**config.mk**
```make
export PLATFORM = sky130hd
export DESIGN_NAME = dhcp_port
export DESIGN_NICKNAME = d
export VERILOG_FILES = /design/src/rtl/dhcp_port.v
export VERILOG_INCLUDE_DIRS = /design/src /design/src/rtl
export SDC_FILE = /design/constraint.sdc
export NUM_CORES = 1
export LEC_CHECK = 0
export BUFFER_PORTS_ARGS = -buffer_cell sky130_fd_sc_hd__clkbuf_2
export CORE_UTILIZATION = 45
export DETAILED_ROUTE_END_ITERATION = 10
export RECOVER_POWER = 25
export SYNTH_ARGS = -nofsm -noshare
export SYNTH_HDL_FRONTEND = slang
export SYNTH_SLANG_ARGS = --single-unit
```
**constraint.sdc**
```tcl
create_clock -name i_clk -period 7.8 [get_ports i_clk]
set_input_delay 0.78 -clock i_clk [delete_from_list [all_inputs] [get_ports i_clk]]
set_output_delay 0.78 -clock i_clk [all_outputs]
set_load 0.02 [all_outputs]
```
**src/rtl/dhcp_regs.vh**
```
// Behaviour
// - Set stage power-off bit powers stage down
// - Bypass bits remove sinc filter, multiplier
// - All four power-off bits mean full power-down
// - Port-select pin picks parallel or serial
// - Writes land in buffer, copied later
// - Copy on timer or external update request
// - Access without reference; copy needs reference
// - Master reset restores interface and defaults
// - Parallel port: address, data, two strobes
// - One byte per parallel write, back-to-back; the code needs a few clocks between write strobes
// - All registers reachable from both ports
// - Multiplier field binary, valid four to twenty
// - Serial uses one shared or two pins
// - Serial supports both bit orders
// - Serial mode ignores parallel-only pins
// - Reference start forces copy into bank
`ifndef DHCP_REGS_VH
`define DHCP_REGS_VH

// ----------------------------------------
// Byte offsets
// ----------------------------------------
`define DHCP_OFS_UPD0 6'h16
`define DHCP_OFS_UPD1 6'h17
`define DHCP_OFS_UPD2 6'h18
`define DHCP_OFS_UPD3 6'h19
`define DHCP_OFS_PWR 6'h1d
`define DHCP_OFS_CLK 6'h1e
`define DHCP_OFS_UPDMODE 6'h1f
`define DHCP_OFS_BYP 6'h20

// ----------------------------------------
// Field positions and multiplier limits
// ----------------------------------------
`define DHCP_MULT_MSB 4
`define DHCP_PLL_BYP_BIT 5
`define DHCP_INT_UPD_BIT 0
`define DHCP_BYP_SINC_BIT 6
`define DHCP_BYP_MULT_BIT 5
`define DHCP_SER_LSB_BIT 1
`define DHCP_SER_SDO_BIT 0
`define DHCP_SER_RD_BIT 7
`define DHCP_MULT_MIN 5'h04
`define DHCP_MULT_MAX 5'h14

// ----------------------------------------
// Reset values
// ----------------------------------------
`define DHCP_DEF_BYTE 8'h00
`define DHCP_DEF_UPDMODE 8'h01

// ----------------------------------------
// Timing
// ----------------------------------------
`define DHCP_REF_TIMEOUT 8'h40

`endif

```
**src/rtl/dhcp_port.v**
```verilog
// Design decisions made here: the register offsets and the plain strobed port.
`timescale 1ns/1ps
`include "dhcp_regs.vh"

module dhcp_port #(
  parameter ADDR_W = 6,
  parameter DEPTH = 64
) (
  input wire i_clk,
  input wire i_rst,
  input wire i_master_reset,
  input wire i_port_sel,
  input wire [5:0] i_par_addr,
  input wire [7:0] i_par_data_in,
  output reg [7:0] o_par_data_out,
  output reg o_par_data_oe_n,
  input wire i_par_wr_n,
  input wire i_par_rd_n,
  input wire i_sclk,
  input wire i_cs_n,
  input wire i_sdio_in,
  output reg o_sdio_out,
  output reg o_sdio_oe_n,
  output reg o_serial_out_line,
  input wire i_reference_clock_input,
  input wire i_io_update,
  output reg [3:0] o_stage_power_off_bit,
  output reg o_full_power_down,
  output reg o_bypass_inv_sinc,
  output reg o_bypass_dig_mult,
  output reg [4:0] o_ref_mult,
  output reg o_ref_mult_valid,
  output reg o_pll_bypass,
  output reg o_ext_update_mode,
  output reg o_update_pulse,
  output reg o_ref_running
);

  // ----------------------------------------
  // Pin synchronisers
  // ----------------------------------------
  // All pins sampled by two flops; addr and data share the strobe delay
  // Reset to idle pin levels so no false strobe edge follows reset
  localparam SW = 23;
  localparam [SW-1:0] SYNC_IDLE = {16'h0000, 7'h68};
  wire [SW-1:0] pins;
  reg [SW-1:0] sync1;
  reg [SW-1:0] sync2;
  assign pins = {i_master_reset, i_port_sel, i_par_addr, i_par_data_in, i_par_wr_n,
                 i_par_rd_n, i_sclk, i_cs_n, i_sdio_in, i_reference_clock_input,
                 i_io_update};

  always @(posedge i_clk)
  begin
    if (i_rst)
    begin
      sync1 <= SYNC_IDLE;
      sync2 <= SYNC_IDLE;
    end
    else
    begin
      sync1 <= pins;
      sync2 <= sync1;
    end
  end

  wire s_mreset = sync2[22];
  wire s_par_mode = sync2[21];
  wire [5:0] s_addr = sync2[20:15];
  wire [7:0] s_data = sync2[14:7];
  wire s_wr_n = sync2[6];
  wire s_rd_n = sync2[5];
  wire s_sclk = sync2[4];
  wire s_cs_n = sync2[3];
  wire s_sdi = sync2[2];
  wire s_ref = sync2[1];
  wire s_upd = sync2[0];

  reg wr_n_d;
  reg sclk_d;
  reg ref_d;
  reg upd_d;
  wire init = i_rst | s_mreset;

  // ----------------------------------------
  // Buffer and active bank
  // ----------------------------------------
  reg [7:0] buf_mem [0:DEPTH-1];
  reg [7:0] bank [0:DEPTH-1];
  reg buf_we;
  reg [ADDR_W-1:0] buf_wa;
  reg [7:0] buf_wd;
  reg do_copy;
  integer k;

  function [7:0] def_val;
    input integer a;
    begin
      if (a == `DHCP_OFS_UPDMODE)
        def_val = `DHCP_DEF_UPDMODE;
      else
        def_val = `DHCP_DEF_BYTE;
    end
  endfunction

  always @(posedge i_clk)
  begin
    if (init)
    begin
      for (k = 0; k < DEPTH; k = k + 1)
      begin
        buf_mem[k] <= def_val(k);
        bank[k] <= def_val(k);
      end
    end
    else
    begin
      if (buf_we)
        buf_mem[buf_wa] <= buf_wd;
      if (do_copy)
        for (k = 0; k < DEPTH; k = k + 1)
          bank[k] <= buf_mem[k];
    end
  end

  // ----------------------------------------
  // Parallel port
  // ----------------------------------------
  // Strobe sampling limits write spacing to a few clocks, not 10.5 ns
  reg par_we;
  always @(posedge i_clk)
  begin
    if (init)
    begin
      wr_n_d <= 1'b1;
      o_par_data_out <= 8'h00;
      o_par_data_oe_n <= 1'b1;
    end
    else
    begin
      wr_n_d <= s_wr_n;
      o_par_data_oe_n <= ~(s_par_mode & ~s_rd_n);
      o_par_data_out <= buf_mem[s_addr];
    end
  end

  always @*
  begin
    par_we = s_par_mode & wr_n_d & ~s_wr_n;
  end

  // ----------------------------------------
  // Serial port
  // ----------------------------------------
  // Frame: instruction byte (read flag, byte address), then one data byte
  reg [4:0] bit_cnt;
  reg [7:0] in_sh;
  reg [7:0] out_sh;
  reg [7:0] instr;
  reg ser_we;
  reg [7:0] next_in;
  wire ser_on = ~s_par_mode & ~s_cs_n;
  wire lsb_first = bank[`DHCP_OFS_BYP][`DHCP_SER_LSB_BIT];
  wire sdo_pin = bank[`DHCP_OFS_BYP][`DHCP_SER_SDO_BIT];
  wire sclk_rise = ser_on & s_sclk & ~sclk_d;
  wire sclk_fall = ser_on & ~s_sclk & sclk_d;
  wire rd_phase = instr[`DHCP_SER_RD_BIT] & (bit_cnt >= 5'd8);

  always @*
  begin
    if (lsb_first)
      next_in = {s_sdi, in_sh[7:1]};
    else
      next_in = {in_sh[6:0], s_sdi};
  end

  always @(posedge i_clk)
  begin
    if (init)
    begin
      sclk_d <= 1'b0;
      bit_cnt <= 5'd0;
      in_sh <= 8'h00;
      out_sh <= 8'h00;
      instr <= 8'h00;
      ser_we <= 1'b0;
      o_sdio_out <= 1'b0;
      o_sdio_oe_n <= 1'b1;
      o_serial_out_line <= 1'b0;
    end
    else
    begin
      sclk_d <= s_sclk;
      ser_we <= 1'b0;
      if (!ser_on)
      begin
        bit_cnt <= 5'd0;
        instr <= 8'h00;
      end
      else if (sclk_rise && bit_cnt < 5'd16)
      begin
        in_sh <= next_in;
        bit_cnt <= bit_cnt + 5'd1;
        if (bit_cnt == 5'd7)
        begin
          instr <= next_in;
          out_sh <= buf_mem[next_in[5:0]];
        end
        if (bit_cnt == 5'd15 && !instr[`DHCP_SER_RD_BIT])
          ser_we <= 1'b1;
      end
      else if (sclk_fall && rd_phase && bit_cnt < 5'd16)
      begin
        if (lsb_first)
        begin
          o_sdio_out <= out_sh[0];
          o_serial_out_line <= out_sh[0];
          out_sh <= {1'b0, out_sh[7:1]};
        end
        else
        begin
          o_sdio_out <= out_sh[7];
          o_serial_out_line <= out_sh[7];
          out_sh <= {out_sh[6:0], 1'b0};
        end
      end
      o_sdio_oe_n <= ~(ser_on & rd_phase & ~sdo_pin);
    end
  end

  // Serial write uses bytes latched at end of frame
  always @*
  begin
    buf_we = 1'b0;
    buf_wa = s_addr;
    buf_wd = s_data;
    if (par_we)
      buf_we = 1'b1;
    else if (ser_we)
    begin
      buf_we = 1'b1;
      buf_wa = instr[5:0];
      buf_wd = in_sh;
    end
  end

  // ----------------------------------------
  // Reference clock monitor
  // ----------------------------------------
  reg [7:0] ref_idle;
  reg ref_run_d;
  always @(posedge i_clk)
  begin
    if (init)
    begin
      ref_d <= 1'b0;
      ref_idle <= `DHCP_REF_TIMEOUT;
      o_ref_running <= 1'b0;
      ref_run_d <= 1'b0;
    end
    else
    begin
      ref_d <= s_ref;
      ref_run_d <= o_ref_running;
      if (s_ref && !ref_d)
        ref_idle <= 8'h00;
      else if (ref_idle != `DHCP_REF_TIMEOUT)
        ref_idle <= ref_idle + 8'h01;
      o_ref_running <= (ref_idle != `DHCP_REF_TIMEOUT);
    end
  end

  // ----------------------------------------
  // Update control
  // ----------------------------------------
  reg [31:0] upd_cnt;
  wire int_mode = bank[`DHCP_OFS_UPDMODE][`DHCP_INT_UPD_BIT];
  wire [31:0] upd_rate = {bank[`DHCP_OFS_UPD0], bank[`DHCP_OFS_UPD1],
                          bank[`DHCP_OFS_UPD2], bank[`DHCP_OFS_UPD3]};
  wire ref_start = o_ref_running & ~ref_run_d;
  wire ext_req = ~int_mode & s_upd & ~upd_d;
  wire int_req = int_mode & (upd_cnt == 32'h0000_0000);

  always @*
  begin
    // No copy without a running reference
    do_copy = o_ref_running & (ref_start | ext_req | int_req);
  end

  always @(posedge i_clk)
  begin
    if (init)
    begin
      upd_d <= 1'b0;
      upd_cnt <= 32'h0000_0000;
      o_update_pulse <= 1'b0;
    end
    else
    begin
      upd_d <= s_upd;
      o_update_pulse <= do_copy;
      if (!o_ref_running || int_req)
        upd_cnt <= upd_rate;
      else
        upd_cnt <= upd_cnt - 32'h0000_0001;
    end
  end

  // ----------------------------------------
  // Control outputs from active bank
  // ----------------------------------------
  always @(posedge i_clk)
  begin
    if (i_rst)
    begin
      o_stage_power_off_bit <= 4'h0;
      o_full_power_down <= 1'b0;
      o_bypass_inv_sinc <= 1'b0;
      o_bypass_dig_mult <= 1'b0;
      o_ref_mult <= 5'h00;
      o_ref_mult_valid <= 1'b0;
      o_pll_bypass <= 1'b0;
      o_ext_update_mode <= 1'b0;
    end
    else
    begin
      o_stage_power_off_bit <= bank[`DHCP_OFS_PWR][3:0];
      o_full_power_down <= &bank[`DHCP_OFS_PWR][3:0];
      o_bypass_inv_sinc <= bank[`DHCP_OFS_BYP][`DHCP_BYP_SINC_BIT];
      o_bypass_dig_mult <= bank[`DHCP_OFS_BYP][`DHCP_BYP_MULT_BIT];
      o_ref_mult <= bank[`DHCP_OFS_CLK][`DHCP_MULT_MSB:0];
      o_ref_mult_valid <= (bank[`DHCP_OFS_CLK][`DHCP_MULT_MSB:0] >= `DHCP_MULT_MIN) &&
                          (bank[`DHCP_OFS_CLK][`DHCP_MULT_MSB:0] <= `DHCP_MULT_MAX);
      o_pll_bypass <= bank[`DHCP_OFS_CLK][`DHCP_PLL_BYP_BIT];
      o_ext_update_mode <= ~int_mode;
    end
  end

endmodule

```
# After elaboration in Yosys (flattened, before gate mapping)
# Memory sizes are Yosys's and may differ from the RTL's. A register that Yosys moved wholly into a read port is not among the register bits.
# Cells that the tools add are included.
# classes
add_sub_neg	3
n_mul	0
div	0
n_lt_le_gt_ge	4
eq_ne	4
shifts	0
mux	93
bitwise_logic	97
reduce_logical	22
# op_table
operator	count
8-bit 2-to-1 mux	74
1-bit bitwise OR	67
32-bit zero test	1
32-bit 2-to-1 mux	1
32-bit by 1-bit subtractor with 32-bit output (second input constant)	1
6-bit 2-to-1 mux	3
1-bit bitwise AND	16
7-bit 2-to-1 mux	2
1-bit inverter	14
1-bit 2-to-1 mux	13
8-bit by 1-bit adder with 8-bit output (second input constant)	1
8-bit by 7-bit != test with 1-bit output (second input constant)	1
8-bit OR reduction	1
1-bit logical AND	6
3-bit AND reduction	2
5-bit by 1-bit adder with 5-bit output (second input constant)	1
5-bit by 3-bit == test with 1-bit output (second input constant)	1
5-bit by 4-bit == test with 1-bit output (second input constant)	1
5-bit by 3-bit >= comparator with 1-bit output (second input constant)	1
5-bit by 4-bit >= comparator with 1-bit output (second input constant)	1
5-bit less-or-equal comparator (second input constant)	1
5-bit less-than comparator (second input constant)	1
2-bit AND reduction	2
4-bit AND reduction	1
6 further kinds	10
# word_totals
reg_bits	141
latch_bits	0
mem_bits_rw	1024
mem_bits_ro	0
in_bits	25
out_inout_bits	29
wordCells	253
n_memories	2
# memory_table
memory	depth	width	rd	rd_clocked_by_memory_dff	write_ports	line	source
bank	64	8	8	0	64	dhcp_port.v:89	reg [7:0] bank [0:DEPTH-1];
buf_mem	64	8	66	1	64	dhcp_port.v:88	reg [7:0] buf_mem [0:DEPTH-1];

# Logic depth before layout (Yosys ltp)
# An unclocked memory read counts as a cell.
# depth
word_depth	11
depth_mapped	11

# Worst setup path after synthesis
# OpenSTA, ideal clock, no wires.
# synth_path
kind	reg-to-reg
startpoint	register upd_cnt[12]
endpoint	memory bank[22][0], enable pin
setup_ns	0.403
t_arrival_ns	3.002
path_slack_ns	4.395
path_stages_with_launch	8
cell_sequence	dfxtp_1 -> or4_4 -> or4_1 -> buf_2 -> nor4_4 -> nand2_2 -> nand3_1 -> a21o_1
# synth_rtl
item	line	source
from (decl)	dhcp_port.v:276	reg [31:0] upd_cnt;
from (signal assigned)	dhcp_port.v:303	upd_cnt <= upd_rate;
from (signal assigned)	dhcp_port.v:305	upd_cnt <= upd_cnt - 32'h0000_0001;
to (decl)	dhcp_port.v:89	

==> results.md <==
* Status: complete, but fails checks
* Failing checks: capacitance limit, slew limit
* Pint at 6.71 mW
* Clk slew on worst S/H paths at ~0.060 ns
* Syn-to-layout area delta at 11.3%
* Residual DRC at 0
* Hold Crit Depth at 2
* Nets at 2,506
* Reg2reg setup slack at 2.86 ns
* Seq cells post-synth at 707
* R2r endpoint: buf_mem[57][3]
* Placeable Area at 73,500 µm²
* Lkg Pwr at 12.2 nW
* Hold Crit Endpoint: sync1[6]
* CTS Buf Count at 78
* Final hold violations at 0
* Max Cap Violations at 3
* Hold-fix buffers, CTS at 0
* Highest Clock Rate at 173 MHz
* Top area cells in the synthesized netlist: edfxtp_1, mux4_2, dfxtp_1
* Via/cell ratio at between 6 and 7
* Synth unique cells at a little over 60
* RSZ-0062 raised after global routing: no
* CTS Sinks at roughly 710
* Final core utilization at 51.0%
* Yosys top cell area share at 49.9%
* Bufs on Longest Clock Path at 3
* Starting DRT DRC Count at 2,886
* Number of setup violations in the final report at 0
* Synth Warn # at 0
* Max Slew Vio Count at 73
* Worst R2R Start: sync2[21]
* Sw Pwr at 2.11 mW
* Die ar. at 75,900 µm²
* Post_cts resized at 0
* Root buffer cell: clkbuf_16
* Post-synth EDFFs at 559
* Design Power at between 8 and 9 mW
* Worst Reg-to-Reg Cells at 7
* WL per Instance at 28.6 µm
* Initial core utilization at a little under half
* Cell with the most instances after synthesis: nor2_1
* Setup ws final at between 2 and 2.5 ns
* Post-CTS Setup Inserts at 0
* Row cnt at 99
* Synth Flop Type: edfxtp_1
* Worst VDD drop at 0.162 mV
* Crit Path Max Fanout at 63
* Drt first pass iters at 6
* PwrDens at 235 nW/µm²
* Sequential share of the synthesized area at 58.7%
* Critical path type: primary input to register
* Height of the die at 276 µm
* Logic pwr share at 8.3%
* Register share of total power at 49.4%
* Average cell area after synthesis at about 14 µm²
* Asr flop ratio synth at 0%
* Die X-Extent at 276 µm
* WP data arrival at 6.06 ns
* HPWL Detailed at about 66 mm
* Clk pwr share at 42.3%
* H-tree levels at 3
* Element type at the critical path start: primary input
* Synthesized instance count at roughly 2,500
* Share of cells above drive strength 1 at about a fifth
* HP Start: i_par_wr_n
* Final worst path period need at 5.79 ns
* Initial antenna violation count at 3
* Synth top cells by count: nor2_1, edfxtp_1, mux4_2
* Global Route Usage Sum at between 20% and 30%
* IO Count at 54
* Worst-Margin Slew at 2.40 ns
* Port Buffer Count at 53
* Period utilization at 74.2%
* Routed wire length at 100 mm
* WP data required at 8.07 ns
* Gp weighted congestion at 0.925
* Synth area leader: edfxtp_1
* Pre-CTS setup slack at 2.75 ns
* Global-route wire length before repair at roughly 150 mm
* Largest net degree at the start of global routing at between 70 and 80
* Crit. End Element: register
* Max Clock Skew at 0.0297 ns
* Rel. slew slack at -59.9%
* CTS tree: yes
* Vias in the first global route at 21,480
* Gr ovfl total at 0
* Worst min path class: primary input to register
* Via count at 21,960
* Antenna viol nets, final at 0
* Setup tns final at 0 ns
* Sw Share at 23.9%
* Cell Area, Synth at about 34,000 µm²
* Clk_lat worst skew at 0.64 ns
* Synthesized net count at 2,510
-- sequential cells by signal, summed over array words and instances, names as in the netlist, 8 cells and up --
register / flops
bank: 47
buf_mem: 512
in_sh: 8
o_par_data_out: 8
out_sh: 8
ref_idle: 8
sync1: 23
sync2: 23
upd_cnt: 32
-- layout by cell type, fill, tap and decap left out, types with 7 or more instances in the layout --
cell,n
clkbuf_2,24
edfxtp_1,559
clkbuf_1,47
or3_1,9
nor2b_1,57
or2_2,8
nand2b_1,11
nand2_1,183
clkinv_2,15
mux2i_1,24
dfxtp_1,144
and2_1,57
nand3b_1,9
nand4_1,14
xor2_1,17
xnor2_1,20
mux2i_4,8
mux4_2,282
a21oi_1,21
a211oi_1,42
o21ai_0,24
mux2_2,31
buf_4,38
clkinv_1,10
nand3_1,19
a222oi_1,8
clkbuf_16,82
nor2_1,600
nor3_1,20
a22oi_1,39
inv_1,11
nor4_1,7
-- power by group through the flow --
stage	clock [mW]	combinational [mW]	sequential, mW
after floorplan	0	0.496	4.38
after global placement	0	0.717	4.43
after detailed placement	0	0.725	4.43
after CTS	3.76	0.730	4.36
after global routing	3.91	0.767	4.38
final	3.73	0.729	4.36
-- cell families after synthesis --
family,after synthesis,share of synthesized area (%)
AO/OA/AOI/OAI,165,3.45
XOR/XNOR,37,0.963
adder cells (fa/ha/maj),5,0.186
buffers and inverters,193,2.39
flip-flops,707,58.7
multiplexers,350,21.0
AND/OR/NAND/NOR,1023,13.3
-- stage by stage --
| stage | cell area, µm² | cells | hold slack (ns) |
|---|---|---|---|
| floorplan | 33700 | 2480 | 0.389 |
| global placement | 34900 | 3353 | 0.397 |
| detailed placement | 35000 | 3355 | 0.404 |
| CTS | 37600 | 3498 | 0.311 |
| global route | 37500 | 3498 | 0.320 |
| finish | 37500 | 3499 | 0.328 |
-- area by class of cell --
cell class                 instances  area (µm²)
sequential                       707       19800
antenna                            1        2.50
inverter                          11        41.3
multi-input combinational       1580       13300
timing repair buffer              98         572
clock inverter                    41         389
fill                            6242       36000
tap                              959        1200
clock buffer                     102        2190
-- worst max-delay path: stages --
cell and delay (ns):
clkbuf_2 0.08, clkbuf_1 0.88, nor2_4 1.12, o21ai_2 0.51, nor4_1 1.25, clkbuf_1 0.53
nand2_1 0.40, nand2_1 0.48
-- worst max path at each step --
stage                     slack (ns)  depth (start not counted)        endpoint   startpoint
after global routing            1.76                          8  buf_mem[17][2]        i_rst
after global placement          2.80                          7  buf_mem[49][4]        i_rst
final                           2.01                          8  buf_mem[57][3]        i_rst
after detailed placement        2.75                          7  buf_mem[52][1]        i_rst
after CTS                       3.42                          7  buf_mem[48][0]        i_rst
after floorplan                 4.39                          7     bank[22][0]  upd_cnt[12]
-- routing by layer --
metal	global-route usage (%)	share of wire, %	vias up	routed length [µm]
li1	-	-	9315	-
met5	0	0.036	-	36
met4	13.8	5.6	6	5610
met3	4.92	9.7	274	9760
met1	35.8	38	11095	37800
met2	42.3	47	1270	47000
Note: power is estimated with default switching activity, not from simulation.
